## src/rtl/cpm_pkg.sv

```systemverilog
package cpm_pkg;

  // Bus and vector widths.
  localparam int unsigned AW = 8;
  localparam int unsigned DW = 32;
  localparam int unsigned NP = 8;
  localparam int unsigned NS = 9;

  // Register byte addresses.
  localparam logic [7:0] A_PLL = 8'h00;
  localparam logic [7:0] A_MSEL = 8'h04;
  localparam logic [7:0] A_CPUDIV = 8'h08;
  localparam logic [7:0] A_CLOCK_OUTPUT_FUNCTION = 8'h0C;
  localparam logic [7:0] A_GATE = 8'h10;
  localparam logic [7:0] A_PDIV0 = 8'h14;
  localparam logic [7:0] A_PDIV1 = 8'h18;
  localparam logic [7:0] A_PWR = 8'h1C;
  localparam logic [7:0] A_APD = 8'h20;
  localparam logic [7:0] A_OSC = 8'h24;
  localparam logic [7:0] A_STAT = 8'h28;

  // Field positions.
  localparam int unsigned PLL_ON_BIT = 0;
  localparam int unsigned PLL_DIV_LSB = 1;
  localparam int unsigned CO_DIV_LSB = 8;
  localparam int unsigned PWR_DEEP_BIT = 0;
  localparam int unsigned PWR_WDO_BIT = 1;
  localparam int unsigned PWR_BOD_BIT = 2;
  localparam int unsigned OSC_EN_BIT = 0;
  localparam int unsigned OSC_EXT_BIT = 1;
  localparam int unsigned ST_SEL_LSB = 4;
  localparam int unsigned ST_LOCK_BIT = 6;
  localparam int unsigned ST_STABLE_BIT = 7;

  // Synchroniser bit positions.
  localparam int unsigned S_PIN = 0;
  localparam int unsigned S_WDT = 1;
  localparam int unsigned S_USART = 2;
  localparam int unsigned S_USYNC = 3;
  localparam int unsigned S_SPI = 4;
  localparam int unsigned S_I2C = 5;
  localparam int unsigned S_I2CSL = 6;
  localparam int unsigned S_LOCK = 7;
  localparam int unsigned S_STABLE = 8;

  // Reset values and the PLL post-divider base.
  localparam logic [7:0] CPUDIV_RST = 8'h01;
  localparam logic [7:0] PDIV_RST = 8'h01;
  localparam logic [7:0] GATE_RST = 8'hFF;
  localparam logic [7:0] APD_RST = 8'hFF;
  localparam logic [7:0] ENTRY_CYCLES = 8'h04;
  localparam logic [7:0] PLL_DIV_BASE = 8'h02;

  // Clock sources for the main clock.
  typedef enum logic [1:0] {
    SRC_IRC = 2'h0,
    SRC_SYSTEM_CRYSTAL_OSCILLATOR = 2'h1,
    SRC_PLL = 2'h2,
    SRC_WDO = 2'h3
  } cpm_src_type;

  // Clock sources for the clock output function.
  typedef enum logic [1:0] {
    CO_IRC = 2'h0,
    CO_SYSTEM_CRYSTAL_OSCILLATOR = 2'h1,
    CO_WDO = 2'h2,
    CO_MAIN = 2'h3
  } cpm_co_type;

  // Power modes.
  typedef enum logic [3:0] {
    ST_RUN = 4'h1,
    ST_SLEEP = 4'h2,
    ST_DENTER = 4'h4,
    ST_DEEP = 4'h8
  } cpm_state_type;

endpackage

```

## src/rtl/cpm_tick_div.sv

```systemverilog
module cpm_tick_div (
  // Clock and reset.
  input wire logic mclk,
  input wire logic rst_n,
  // Input rate and ratio; a ratio of zero stops the output.
  input wire logic in_tick,
  input wire logic [7:0] ratio,
  // One output pulse per ratio input pulses.
  output logic out_tick
);

  logic [7:0] cnt;
  logic [7:0] last;
  logic wrap;

  assign last = ratio - 8'h01;
  assign wrap = (cnt >= last);
  assign out_tick = in_tick && (ratio != 8'h00) && wrap;

  // Counts input pulses and restarts on the final one.
  always_ff @(posedge mclk or negedge rst_n) begin
    if (!rst_n) begin
      cnt <= 8'h00;
    end else if (in_tick) begin
      cnt <= wrap ? 8'h00 : cnt + 8'h01;
    end
  end

endmodule

```

## src/rtl/cpm_clock_power.sv

```systemverilog
// Operation
// - PLL post-divider divides by 2, 4, 8 or 16, so duty is even.
// - After reset the PLL is off and bypassed until software enables it.
// - Clock output drives RC, system or watchdog oscillator, or main clock.
// - At power-up the main clock runs from the internal RC oscillator.
// - Each peripheral has its own clock gate bit; gated means no clock.
// - CPU clock has a divider; selected peripherals have their own dividers.
// - Sleep stops the core clock; leaving Sleep just restarts it.
// - Sleep lasts until reset or interrupt; peripherals keep their clocks.
// - Deep-sleep stops peripheral clocks, all sources but RC, and watchdog unless kept on.
// - Deep-sleep powers down analog blocks and puts flash in standby.
// - Watchdog oscillator and brownout detector may stay on in Deep-sleep.
// - Deep-sleep wakes only on pin, watchdog, USART, SPI or I2C events.
// - Gating the GPIO clock keeps pin direction and output states.
module cpm_clock_power (
  // Clock and reset.
  input wire logic mclk,
  input wire logic rst_n,
  // Register port.
  input wire logic [7:0] reg_addr,
  input wire logic [31:0] reg_wdata,
  input wire logic reg_wr,
  input wire logic reg_rd,
  output logic [31:0] reg_rdata,
  // Oscillator rate pulses.
  input wire logic irc_tick,
  input wire logic system_crystal_oscillator_tick,
  input wire logic extclk_tick,
  input wire logic wdosc_tick,
  input wire logic pll_vco_tick,
  // Analog status pins.
  input wire logic pll_lock,
  input wire logic system_crystal_oscillator_stable,
  // Core handshake.
  input wire logic sleep_req,
  input wire logic core_irq,
  output logic core_clk_en,
  // Wake sources.
  input wire logic wake_pin,
  input wire logic wdt_irq,
  input wire logic usart_irq,
  input wire logic usart_sync_slave,
  input wire logic spi_irq,
  input wire logic i2c_irq,
  input wire logic i2c_slave,
  // Peripheral clocks and clock output function.
  output logic [7:0] periph_clk_en,
  output logic clock_output_function,
  // Oscillator and analog controls.
  output logic pll_power_down,
  output logic pll_bypass,
  output logic irc_osc_on,
  output logic irc_out_en,
  output logic system_crystal_oscillator_on,
  output logic wdosc_on,
  output logic brownout_detector_on,
  output logic [7:0] analog_power_down_config,
  output logic flash_standby,
  output logic [3:0] power_mode
);

  cpm_pkg::cpm_state_type state;
  cpm_pkg::cpm_state_type next_state;
  logic [1:0] msel;
  logic [1:0] msel_act;
  logic pll_on;
  logic [1:0] pll_div;
  logic [7:0] cpu_div;
  logic [1:0] co_sel;
  logic [7:0] co_div;
  logic [7:0] peripheral_clock_gate_register;
  logic [7:0] pdiv0;
  logic [7:0] pdiv1;
  logic deep_sel;
  logic keep_wdo;
  logic keep_bod;
  logic [7:0] apd;
  logic osc_en;
  logic ext_sel;
  logic [7:0] entry_cnt;
  logic [8:0] sync1;
  logic [8:0] sync2;
  logic [8:0] raw_in;

  // Synchronise asynchronous wake and status inputs.
  assign raw_in = {system_crystal_oscillator_stable, pll_lock, i2c_slave, i2c_irq, spi_irq,
                   usart_sync_slave, usart_irq, wdt_irq, wake_pin};

  always_ff @(posedge mclk or negedge rst_n) begin
    if (!rst_n) begin
      sync1 <= 9'h000;
      sync2 <= 9'h000;
    end else begin
      sync1 <= raw_in;
      sync2 <= sync1;
    end
  end

  logic lock_s;
  logic stable_s;
  logic wake_q;
  logic is_deep;

  assign lock_s = sync2[cpm_pkg::S_LOCK];
  assign stable_s = sync2[cpm_pkg::S_STABLE];
  assign wake_q = sync2[cpm_pkg::S_PIN] || sync2[cpm_pkg::S_WDT] ||
                  (sync2[cpm_pkg::S_USART] && sync2[cpm_pkg::S_USYNC]) ||
                  sync2[cpm_pkg::S_SPI] ||
                  (sync2[cpm_pkg::S_I2C] && sync2[cpm_pkg::S_I2CSL]);
  assign is_deep = (state == cpm_pkg::ST_DEEP);

  // Source rate pulses after the oscillator enables.
  logic irc_eff;
  logic sys_eff;
  logic wdo_eff;
  logic pll_ref;
  logic pll_post;
  logic pll_out;
  logic [7:0] pll_ratio;

  // the RC output is blocked in Deep-sleep.
  assign irc_eff = irc_tick && irc_out_en;
  assign sys_eff = system_crystal_oscillator_on && (ext_sel ? extclk_tick : system_crystal_oscillator_tick);
  assign wdo_eff = wdosc_tick && wdosc_on;
  assign pll_ref = osc_en ? sys_eff : irc_eff;
  // ratio is 2 shifted by the two-bit field: 2, 4, 8 or 16.
  assign pll_ratio = cpm_pkg::PLL_DIV_BASE << pll_div;

  cpm_tick_div u_pll_div (
    .mclk(mclk),
    .rst_n(rst_n),
    .in_tick(pll_vco_tick && pll_on && !is_deep),
    .ratio(pll_ratio),
    .out_tick(pll_post)
  );

  // bypass passes the reference while the PLL is off.
  assign pll_out = pll_on ? pll_post : pll_ref;

  // main clock select, taken over only on an active source tick.
  logic sel_tick;
  logic main_tick;
  logic [3:0] src_ticks;

  assign src_ticks = {wdo_eff, pll_out, sys_eff, irc_eff};
  assign sel_tick = src_ticks[msel_act];
  assign main_tick = sel_tick && !is_deep;

  always_ff @(posedge mclk or negedge rst_n) begin
    if (!rst_n) begin
      msel_act <= cpm_pkg::SRC_IRC;
    end else if (sel_tick) begin
      msel_act <= msel;
    end
  end

  logic cpu_tick;
  logic p0_tick;
  logic p1_tick;
  logic [7:0] base_ticks;

  cpm_tick_div u_cpu_div (
    .mclk(mclk),
    .rst_n(rst_n),
    .in_tick(main_tick),
    .ratio(cpu_div),
    .out_tick(cpu_tick)
  );

  cpm_tick_div u_p0_div (
    .mclk(mclk),
    .rst_n(rst_n),
    .in_tick(main_tick),
    .ratio(pdiv0),
    .out_tick(p0_tick)
  );

  cpm_tick_div u_p1_div (
    .mclk(mclk),
    .rst_n(rst_n),
    .in_tick(main_tick),
    .ratio(pdiv1),
    .out_tick(p1_tick)
  );

  // the core runs only in Run mode.
  assign core_clk_en = cpu_tick && (state == cpm_pkg::ST_RUN);
  assign base_ticks = {{5{main_tick}}, p1_tick, p0_tick, main_tick};
  // per-peripheral gates; gating stops pulses, no state is reset.
  assign periph_clk_en = base_ticks & peripheral_clock_gate_register;

  // clock output source selection and divider.
  logic co_src;
  logic co_tick;
  logic [3:0] co_ticks;
  logic co_level;

  assign co_ticks = {main_tick, wdo_eff, sys_eff, irc_eff};
  assign co_src = co_ticks[co_sel];

  cpm_tick_div u_co_div (
    .mclk(mclk),
    .rst_n(rst_n),
    .in_tick(co_src),
    .ratio(co_div),
    .out_tick(co_tick)
  );

  always_ff @(posedge mclk or negedge rst_n) begin
    if (!rst_n) begin
      co_level <= 1'b0;
    end else if (co_tick) begin
      co_level <= !co_level;
    end
  end

  assign clock_output_function = co_level;

  // Power mode sequencer.
  always_comb begin
    next_state = state;
    case (state)
      cpm_pkg::ST_RUN: begin
        if (sleep_req) begin
          next_state = deep_sel ? cpm_pkg::ST_DENTER : cpm_pkg::ST_SLEEP;
        end
      end
      cpm_pkg::ST_SLEEP: begin
        if (core_irq) begin
          next_state = cpm_pkg::ST_RUN;
        end
      end
      // a wake during entry returns to Run.
      cpm_pkg::ST_DENTER: begin
        if (wake_q) begin
          next_state = cpm_pkg::ST_RUN;
        end else if (entry_cnt == 8'h00) begin
          next_state = cpm_pkg::ST_DEEP;
        end
      end
      cpm_pkg::ST_DEEP: begin
        if (wake_q) begin
          next_state = cpm_pkg::ST_RUN;
        end
      end
      default: begin
        next_state = cpm_pkg::ST_RUN;
      end
    endcase
  end

  always_ff @(posedge mclk or negedge rst_n) begin
    if (!rst_n) begin
      state <= cpm_pkg::ST_RUN;
      entry_cnt <= cpm_pkg::ENTRY_CYCLES;
    end else begin
      state <= next_state;
      if (state == cpm_pkg::ST_DENTER && entry_cnt != 8'h00) begin
        entry_cnt <= entry_cnt - 8'h01;
      end else if (state != cpm_pkg::ST_DENTER) begin
        entry_cnt <= cpm_pkg::ENTRY_CYCLES;
      end
    end
  end

  // oscillator controls; optional watchdog and brownout.
  assign irc_osc_on = 1'b1;
  assign irc_out_en = !is_deep;
  assign system_crystal_oscillator_on = osc_en && !is_deep;
  assign wdosc_on = !is_deep || keep_wdo;
  assign brownout_detector_on = !is_deep || keep_bod;
  // PLL off and bypassed unless software enables it.
  assign pll_power_down = !pll_on || is_deep;
  assign pll_bypass = !pll_on;
  // in Deep-sleep, analog blocks down and flash in standby.
  assign analog_power_down_config = is_deep ? 8'hFF : apd;
  assign flash_standby = is_deep;
  assign power_mode = state;

  // Register writes.
  logic wr_pll;
  logic wr_msel;
  logic wr_cpu;
  logic wr_co;
  logic wr_gate;
  logic wr_p0;
  logic wr_p1;
  logic wr_pwr;
  logic wr_apd;
  logic wr_osc;

  assign wr_pll = reg_wr && (reg_addr == cpm_pkg::A_PLL);
  assign wr_msel = reg_wr && (reg_addr == cpm_pkg::A_MSEL);
  assign wr_cpu = reg_wr && (reg_addr == cpm_pkg::A_CPUDIV);
  assign wr_co = reg_wr && (reg_addr == cpm_pkg::A_CLOCK_OUTPUT_FUNCTION);
  assign wr_gate = reg_wr && (reg_addr == cpm_pkg::A_GATE);
  assign wr_p0 = reg_wr && (reg_addr == cpm_pkg::A_PDIV0);
  assign wr_p1 = reg_wr && (reg_addr == cpm_pkg::A_PDIV1);
  assign wr_pwr = reg_wr && (reg_addr == cpm_pkg::A_PWR);
  assign wr_apd = reg_wr && (reg_addr == cpm_pkg::A_APD);
  assign wr_osc = reg_wr && (reg_addr == cpm_pkg::A_OSC);

  always_ff @(posedge mclk or negedge rst_n) begin
    if (!rst_n) begin
      pll_on <= 1'b0;
      pll_div <= 2'h0;
      msel <= cpm_pkg::SRC_IRC;
      cpu_div <= cpm_pkg::CPUDIV_RST;
      co_sel <= cpm_pkg::CO_IRC;
      co_div <= 8'h00;
      peripheral_clock_gate_register <= cpm_pkg::GATE_RST;
      pdiv0 <= cpm_pkg::PDIV_RST;
      pdiv1 <= cpm_pkg::PDIV_RST;
      deep_sel <= 1'b0;
      keep_wdo <= 1'b0;
      keep_bod <= 1'b0;
      apd <= cpm_pkg::APD_RST;
      osc_en <= 1'b0;
      ext_sel <= 1'b0;
    end else begin
      if (wr_pll) begin
        pll_on <= reg_wdata[cpm_pkg::PLL_ON_BIT];
        pll_div <= reg_wdata[cpm_pkg::PLL_DIV_LSB +: 2];
      end
      if (wr_msel) msel <= reg_wdata[1:0];
      if (wr_cpu) cpu_div <= reg_wdata[7:0];
      if (wr_co) begin
        co_sel <= reg_wdata[1:0];
        co_div <= reg_wdata[cpm_pkg::CO_DIV_LSB +: 8];
      end
      if (wr_gate) peripheral_clock_gate_register <= reg_wdata[7:0];
      if (wr_p0) pdiv0 <= reg_wdata[7:0];
      if (wr_p1) pdiv1 <= reg_wdata[7:0];
      if (wr_pwr) begin
        deep_sel <= reg_wdata[cpm_pkg::PWR_DEEP_BIT];
        keep_wdo <= reg_wdata[cpm_pkg::PWR_WDO_BIT];
        keep_bod <= reg_wdata[cpm_pkg::PWR_BOD_BIT];
      end
      if (wr_apd) apd <= reg_wdata[7:0];
      if (wr_osc) begin
        osc_en <= reg_wdata[cpm_pkg::OSC_EN_BIT];
        ext_sel <= reg_wdata[cpm_pkg::OSC_EXT_BIT];
      end
    end
  end

  // Register reads; data stands only in the cycle after the strobe.
  logic [31:0] rd_mux;
  logic [31:0] stat_word;

  // lock shows in status so software can wait before selecting.
  assign stat_word = {24'h000000, stable_s, lock_s, msel_act, state};

  always_comb begin
    case (reg_addr)
      cpm_pkg::A_PLL: rd_mux = {29'h00000000, pll_div, pll_on};
      cpm_pkg::A_MSEL: rd_mux = {30'h00000000, msel};
      cpm_pkg::A_CPUDIV: rd_mux = {24'h000000, cpu_div};
      cpm_pkg::A_CLOCK_OUTPUT_FUNCTION: rd_mux = {16'h0000, co_div, 6'h00, co_sel};
      cpm_pkg::A_GATE: rd_mux = {24'h000000, peripheral_clock_gate_register};
      cpm_pkg::A_PDIV0: rd_mux = {24'h000000, pdiv0};
      cpm_pkg::A_PDIV1: rd_mux = {24'h000000, pdiv1};
      cpm_pkg::A_PWR: rd_mux = {29'h00000000, keep_bod, keep_wdo, deep_sel};
      cpm_pkg::A_APD: rd_mux = {24'h000000, apd};
      cpm_pkg::A_OSC: rd_mux = {30'h00000000, ext_sel, osc_en};
      cpm_pkg::A_STAT: rd_mux = stat_word;
      default: rd_mux = 32'h00000000;
    endcase
  end

  always_ff @(posedge mclk or negedge rst_n) begin
    if (!rst_n) begin
      reg_rdata <= 32'h00000000;
    end else begin
      reg_rdata <= reg_rd ? rd_mux : 32'h00000000;
    end
  end

  // Checks.
  chk_pll_even_div: assert property (
    @(posedge mclk) disable iff (!rst_n) pll_post |=> !pll_post)
    else $error("PLL post pulses too close.");

  chk_pll_stays_off: assert property (
    @(posedge mclk) disable iff (!rst_n)
    (!pll_on && !wr_pll) |=> (pll_bypass && pll_power_down))
    else $error("PLL left bypass without a write.");

  chk_co_toggle_src: assert property (
    @(posedge mclk) disable iff (!rst_n)
    $changed(co_level) |-> $past(co_src))
    else $error("Clock output toggled without source.");

  chk_gate_blocks: assert property (
    @(posedge mclk) disable iff (!rst_n)
    (periph_clk_en & ~peripheral_clock_gate_register) == 8'h00)
    else $error("Gated peripheral got a clock.");

  chk_sleep_core_off: assert property (
    @(posedge mclk) disable iff (!rst_n)
    (state != cpm_pkg::ST_RUN) |-> !core_clk_en)
    else $error("Core clocked while asleep.");

  chk_sleep_irq_wake: assert property (
    @(posedge mclk) disable iff (!rst_n)
    (state == cpm_pkg::ST_SLEEP && core_irq) |=> (state == cpm_pkg::ST_RUN))
    else $error("Sleep did not end on interrupt.");

  chk_deep_quiet: assert property (
    @(posedge mclk) disable iff (!rst_n)
    is_deep |-> (periph_clk_en == 8'h00 && !irc_out_en && !system_crystal_oscillator_on))
    else $error("Clock active in Deep-sleep.");

  chk_deep_analog: assert property (
    @(posedge mclk) disable iff (!rst_n)
    is_deep |-> (flash_standby && analog_power_down_config == 8'hFF))
    else $error("Analog or flash not down in Deep-sleep.");

  chk_deep_keep_wdo: assert property (
    @(posedge mclk) disable iff (!rst_n)
    (is_deep && keep_wdo) |-> wdosc_on)
    else $error("Watchdog oscillator stopped.");

  chk_deep_hold: assert property (
    @(posedge mclk) disable iff (!rst_n)
    (is_deep && !wake_q) |=> is_deep)
    else $error("Deep-sleep left without wake.");

  chk_entry_abort: assert property (
    @(posedge mclk) disable iff (!rst_n)
    (state == cpm_pkg::ST_DENTER && wake_q) |=> (state == cpm_pkg::ST_RUN))
    else $error("Wake lost during Deep-sleep entry.");

  chk_switch_on_tick: assert property (
    @(posedge mclk) disable iff (!rst_n)
    $changed(msel_act) |-> $past(sel_tick))
    else $error("Source switched mid-period.");

endmodule

```

## config.mk

```make
export PLATFORM = sky130hd
export DESIGN_NAME = cpm_clock_power
export DESIGN_NICKNAME = d
export VERILOG_FILES = /design/src/rtl/cpm_pkg.sv /design/src/rtl/cpm_tick_div.sv /design/src/rtl/cpm_clock_power.sv
export SDC_FILE = /design/constraint.sdc
export NUM_CORES = 1
export LEC_CHECK = 0
export ABC_AREA = 0
export BUFFER_PORTS_ARGS = -buffer_cell sky130_fd_sc_hd__buf_2
export CORE_UTILIZATION = 55
export DETAILED_ROUTE_END_ITERATION = 6
export PLACE_DENSITY_LB_ADDON = 0.08
export SYNTH_ARGS = -nofsm -noshare
export SYNTH_HDL_FRONTEND = slang
export SYNTH_SLANG_ARGS = --single-unit
```

## constraint.sdc

```tcl
create_clock -name mclk -period 6.6 [get_ports mclk]
set_input_delay 0.99 -clock mclk [delete_from_list [all_inputs] [get_ports mclk]]
set_output_delay 0.99 -clock mclk [all_outputs]
set_load 0.05 [all_outputs]
```

==> metrics.txt <==
# TYPE chip_impl_metric gauge
chip_impl_info{name="cpMaxStageDelayCell",value="sky130_fd_sc_hd__or4_1"} 1
chip_impl_metric{name="share_of_synthesized_flip_flops_with_an_asynchronous_set_or_reset",unit="%"} 100
chip_impl_info{name="layout_common_cells",value="128 x sky130_fd_sc_hd__dfrtp_1, 87 x sky130_fd_sc_hd__buf_2, 69 x sky130_fd_sc_hd__nand2_1"} 1
chip_impl_metric{name="all_layer_global_routing_usage",unit="%"} 26.0
chip_impl_metric{name="hold_viol",unit=""} 0
chip_impl_metric{name="cts_setup_buffers",unit=""} 0
chip_impl_metric{name="critPathMaxStageDelay",unit="ps"} 600
chip_impl_metric{name="cp.arrival",unit="ps"} 3620
chip_impl_metric{name="antenna_violations_before_repair",unit=""} 1
chip_impl_metric{name="clock_tree.buffer_depth",unit=""} 2
chip_impl_metric{name="post-layout-total-power",unit="uW"} 2870
chip_impl_metric{name="htree_levels",unit=""} 4
chip_impl_metric{name="dieArea",unit="sq mm"} 0.0157
chip_impl_metric{name="final-max-slew-violation-count",unit=""} 0
chip_impl_metric{name="die_height",unit="um"} 125
chip_impl_metric{name="detailed_place_hpwl",unit="mm"} 14.2
chip_impl_metric{name="timing.critical_path.required",unit="ps"} 5610
chip_impl_metric{name="clock_edge_transition_at_the_registers_on_the_reported_setup_and_hold_paths",unit="ps"} 70
chip_impl_info{name="yosys-top-cells-area",value="sky130_fd_sc_hd__dfrtp_1 38%, sky130_fd_sc_hd__mux2_2 8.4%, sky130_fd_sc_hd__ha_1 7.9%"} 1
chip_impl_metric{name="clkLatencyLatePin",unit="ps"} 430
chip_impl_info{name="yosys_most_used_dff",value="sky130_fd_sc_hd__dfrtp_1"} 1
chip_impl_info{name="setup.worst_path.start_class",value="flip-flop"} 1
chip_impl_metric{name="vias_after_detailed_routing",unit=""} 6436
chip_impl_metric{name="fin_crit",unit="ps"} 4610
chip_impl_metric{name="start_util",unit="%"} 56.8
chip_impl_metric{name="wirelength",unit="mm"} 19.4
chip_impl_metric{name="synth.top_cell.area_share",unit="%"} 38.3
chip_impl_metric{name="hold_slack",unit="ps"} 347
chip_impl_metric{name="power.static_leakage",unit="uW"} 0.00458
chip_impl_info{name="cts-root-buf",value="sky130_fd_sc_hd__clkbuf_16"} 1
chip_impl_metric{name="detailedRoute.firstIterationViolations",unit=""} 527
chip_impl_metric{name="drtAntennaViolNets",unit=""} 0
chip_impl_metric{name="worst-slew-pin-transition",unit="ps"} 910
chip_impl_metric{name="reg2reg_setup_slack",unit="ps"} 3120
chip_impl_metric{name="largest_register_ffs",unit=""} 16
chip_impl_metric{name="post_dp_cell_area",unit="sq mm"} 0.00893
chip_impl_metric{name="grt_overflow",unit=""} 0
chip_impl_metric{name="holdPathStages",unit=""} 0
chip_impl_metric{name="switching_share",unit="%"} 34.5
chip_impl_metric{name="cts_repair_resize_count",unit=""} 0
chip_impl_metric{name="final.period_utilization",unit="%"} 69.8
chip_impl_info{name="failed_checks",value="design-rule violations"} 1
chip_impl_metric{name="synthDistinctLibCells",unit=""} 61
chip_impl_info{name="regMostFlops",value="reg_rdata"} 1
chip_impl_metric{name="detail_route.first_pass.iterations",unit=""} 7
chip_impl_metric{name="cp_max_fo",unit=""} 15
chip_impl_metric{name="fin_nets",unit=""} 1004
chip_impl_metric{name="power.clock.fraction",unit="%"} 33.5
chip_impl_metric{name="syn-cell-area",unit="sq mm"} 0.00835
chip_impl_metric{name="sequential_element_share_of_the_synthesized_area",unit="%"} 44.9
chip_impl_metric{name="switchingPower",unit="uW"} 991
chip_impl_info{name="worstHoldEndpoint",value="sync2[7]"} 1
chip_impl_metric{name="synthesis.yosys.warnings",unit=""} 0
chip_impl_info{name="min-delay-start",value="sync1[7]"} 1
chip_impl_info{name="registers_with_the_most_flip_flops",value="reg_rdata (16), sync1 (9), sync2 (9)"} 1
chip_impl_info{name="hold_class",value="reg -> reg"} 1
chip_impl_metric{name="core.rowCount",unit=""} 44
chip_impl_info{name="synth_largest_area_cell",value="sky130_fd_sc_hd__dfrtp_1"} 1
chip_impl_metric{name="synth-edff-count",unit=""} 0
chip_impl_metric{name="clock_buffer_count_from_cts",unit=""} 17
chip_impl_metric{name="cap_viol_max_count",unit=""} 0
chip_impl_metric{name="timing.reg2reg.worst_path_depth",unit=""} 9
chip_impl_metric{name="critPathBufInv",unit=""} 2
chip_impl_metric{name="power_density",unit="mW/mm^2"} 302
chip_impl_metric{name="die_width",unit="um"} 125
chip_impl_info{name="run_status",value="complete, but fails checks"} 1
chip_impl_info{name="reg2reg_from",value="cpu_div[5]"} 1
chip_impl_metric{name="final_layout_size_suffix_gt1_share",unit="%"} 25.2
chip_impl_metric{name="final_design_area_no_fill",unit="sq mm"} 0.00951
chip_impl_info{name="tritoncts",value="built"} 1
chip_impl_info{name="setup.worst_path.end_class",value="primary output"} 1
chip_impl_metric{name="pin_count",unit=""} 122
chip_impl_metric{name="port_buffers",unit=""} 88
chip_impl_metric{name="fin_tns_setup",unit="ps"} 0
chip_impl_metric{name="post_synth.cell_area_avg",unit="sq um"} 10.5
chip_impl_info{name="layout.cells.most_common",value="sky130_fd_sc_hd__dfrtp_1"} 1
chip_impl_metric{name="final_core_util",unit="%"} 64.7
chip_impl_metric{name="synthCells",unit=""} 799
chip_impl_metric{name="cts.sinks",unit=""} 149
chip_impl_metric{name="worst_clock_skew",unit="ps"} 5.49
chip_impl_metric{name="final_routed_drc_violation_total",unit=""} 18
chip_impl_metric{name="setup_viol",unit=""} 0
chip_impl_metric{name="grt_start_max_net_pins",unit=""} 89
chip_impl_metric{name="slew-limit-headroom",unit="%"} 38.9
chip_impl_metric{name="vdd_drop_max",unit="mV"} 0.175
chip_impl_metric{name="max_freq",unit="MHz"} 217
chip_impl_info{name="path_delay_family",value="simple AND/OR/NAND/NOR gates"} 1
chip_impl_metric{name="cellInternalPower",unit="uW"} 1880
chip_impl_metric{name="grt_first_pass_wirelength",unit="mm"} 32.2
chip_impl_metric{name="avgRoutedWirePerCell",unit="um"} 17.8
chip_impl_metric{name="fp.coreArea",unit="sq mm"} 0.0147
chip_impl_info{name="crit_path_cell_trace",value="or4_1 -> nor4_1 -> xnor2_1 -> ha_1 -> a2111oi_0 -> inv_1 -> o31a_1 -> nand3_1 -> nor2_1 -> buf_2"} 1
chip_impl_metric{name="vias_in_the_first_global_route",unit=""} 6429
chip_impl_metric{name="hold_buffers",unit=""} 0
chip_impl_metric{name="share_comb_of_total_power",unit="%"} 25.3
chip_impl_metric{name="vias_per_cell",unit=""} 5.91
chip_impl_metric{name="synth_seq_cells",unit=""} 149
chip_impl_info{name="grt_setup_unrepaired",value="no"} 1
chip_impl_info{name="worst-setup-path-type",value="reg -> out"} 1
chip_impl_metric{name="synthToLayoutAreaGrowth",unit="%"} 13.9
chip_impl_metric{name="share_seq_of_total_power",unit="%"} 41.3
chip_impl_info{name="r2r-end",value="u_cpu_div.cnt[6]"} 1
chip_impl_metric{name="gp_congestion",unit=""} 0.859
==> per-stage QoR <==
step | cells | setup slack (ps)
3_5_place_dp | 1056 | 2500
4_1_cts | 1088 | 2030
5_1_grt | 1088 | 1690
6_report | 1089 | 1990
3_3_place_gp | 1056 | 2720
2_1_floorplan | 815 | 2620
==> kinds of logic (layout without fill, tap and decap cells) <==
kind of cell / after synthesis / in the layout / share of synthesized area [%]
XOR/XNOR: 32 / 32 / 3.35
flip-flops: 149 / 149 / 44.9
other: 2 / 19 / 0.0899
multiplexers: 74 / 74 / 9.85
adder cells (fa/ha/maj): 53 / 53 / 7.94
AND/OR/NAND/NOR: 273 / 273 / 17.6
AO/OA/AOI/OAI: 143 / 143 / 12.1
buffers and inverters: 73 / 162 / 4.18
==> how the worst max path moves through the flow <==
| stage | start | end | slack (ps) | cells after the start |
|---|---|---|---|---|
| finish | cpu_div[5] | core_clk_en | 1990 | 10 |
| global route | cpu_div[3] | core_clk_en | 1690 | 10 |
| CTS | cpu_div[3] | core_clk_en | 2030 | 10 |
| detailed placement | cpu_div[3] | core_clk_en | 2500 | 10 |
| global placement | cpu_div[3] | core_clk_en | 2720 | 10 |
| floorplan | cpu_div[5] | core_clk_en | 2620 | 10 |
==> cell type report <==
cell class	instances	area, sq um
Fill cell	1212	5180
Multi-Input combinational cell	593	4310
Sequential cell	149	3750
Timing Repair Buffer	94	492
Clock buffer	17	425
Tap cell	184	230
Clock inverter	15	159
Inverter	36	140
Antenna cell	1	2.50
==> power by group through the flow <==
stage | Combinational (uW) | Clock [uW] | Sequential (uW)
4_1_cts | 732 | 978 | 1180
6_report | 726 | 960 | 1180
3_5_place_dp | 723 | 0 | 1200
5_1_grt | 830 | 1020 | 1200
2_1_floorplan | 541 | 0 | 1180
3_3_place_gp | 683 | 0 | 1190
==> metal layers <==
metal | GRT usage (%) | wire, um | vias to the layer above
met5 | 0 | 0 | -
met3 | 5.26 | 1120 | 32
li1 | - | - | 3048
met2 | 43.1 | 9400 | 202
met1 | 34.2 | 8500 | 3154
met4 | 8.61 | 353 | 0
==> cell usage after synthesis, types with 5 or more instances <==
library cell	number
sky130_fd_sc_hd__or4_1	11
sky130_fd_sc_hd__o21ai_0	37
sky130_fd_sc_hd__and2_1	13
sky130_fd_sc_hd__nand2_1	69
sky130_fd_sc_hd__a221oi_1	7
sky130_fd_sc_hd__mux2_2	62
sky130_fd_sc_hd__dfrtp_1	128
sky130_fd_sc_hd__nor3_1	12
sky130_fd_sc_hd__nand3b_1	7
sky130_fd_sc_hd__a2111oi_0	5
sky130_fd_sc_hd__a21oi_1	20
sky130_fd_sc_hd__o31ai_1	7
sky130_fd_sc_hd__buf_4	18
sky130_fd_sc_hd__xnor2_1	21
sky130_fd_sc_hd__and3_1	16
sky130_fd_sc_hd__dfstp_2	21
sky130_fd_sc_hd__nand2b_1	29
sky130_fd_sc_hd__o22ai_1	8
sky130_fd_sc_hd__xor2_1	11
sky130_fd_sc_hd__a22oi_1	12
sky130_fd_sc_hd__nand3_1	18
sky130_fd_sc_hd__nor2b_1	8
sky130_fd_sc_hd__nor2_1	45
sky130_fd_sc_hd__nor4_1	10
sky130_fd_sc_hd__mux2i_1	11
sky130_fd_sc_hd__a21o_1	6
sky130_fd_sc_hd__nor4b_1	9
sky130_fd_sc_hd__o2bb2ai_1	10
sky130_fd_sc_hd__inv_1	35
sky130_fd_sc_hd__o211ai_1	8
sky130_fd_sc_hd__clkbuf_1	14
sky130_fd_sc_hd__or2_2	6
sky130_fd_sc_hd__or3_1	6
sky130_fd_sc_hd__ha_1	53
(Power assumes the default switching activity.)
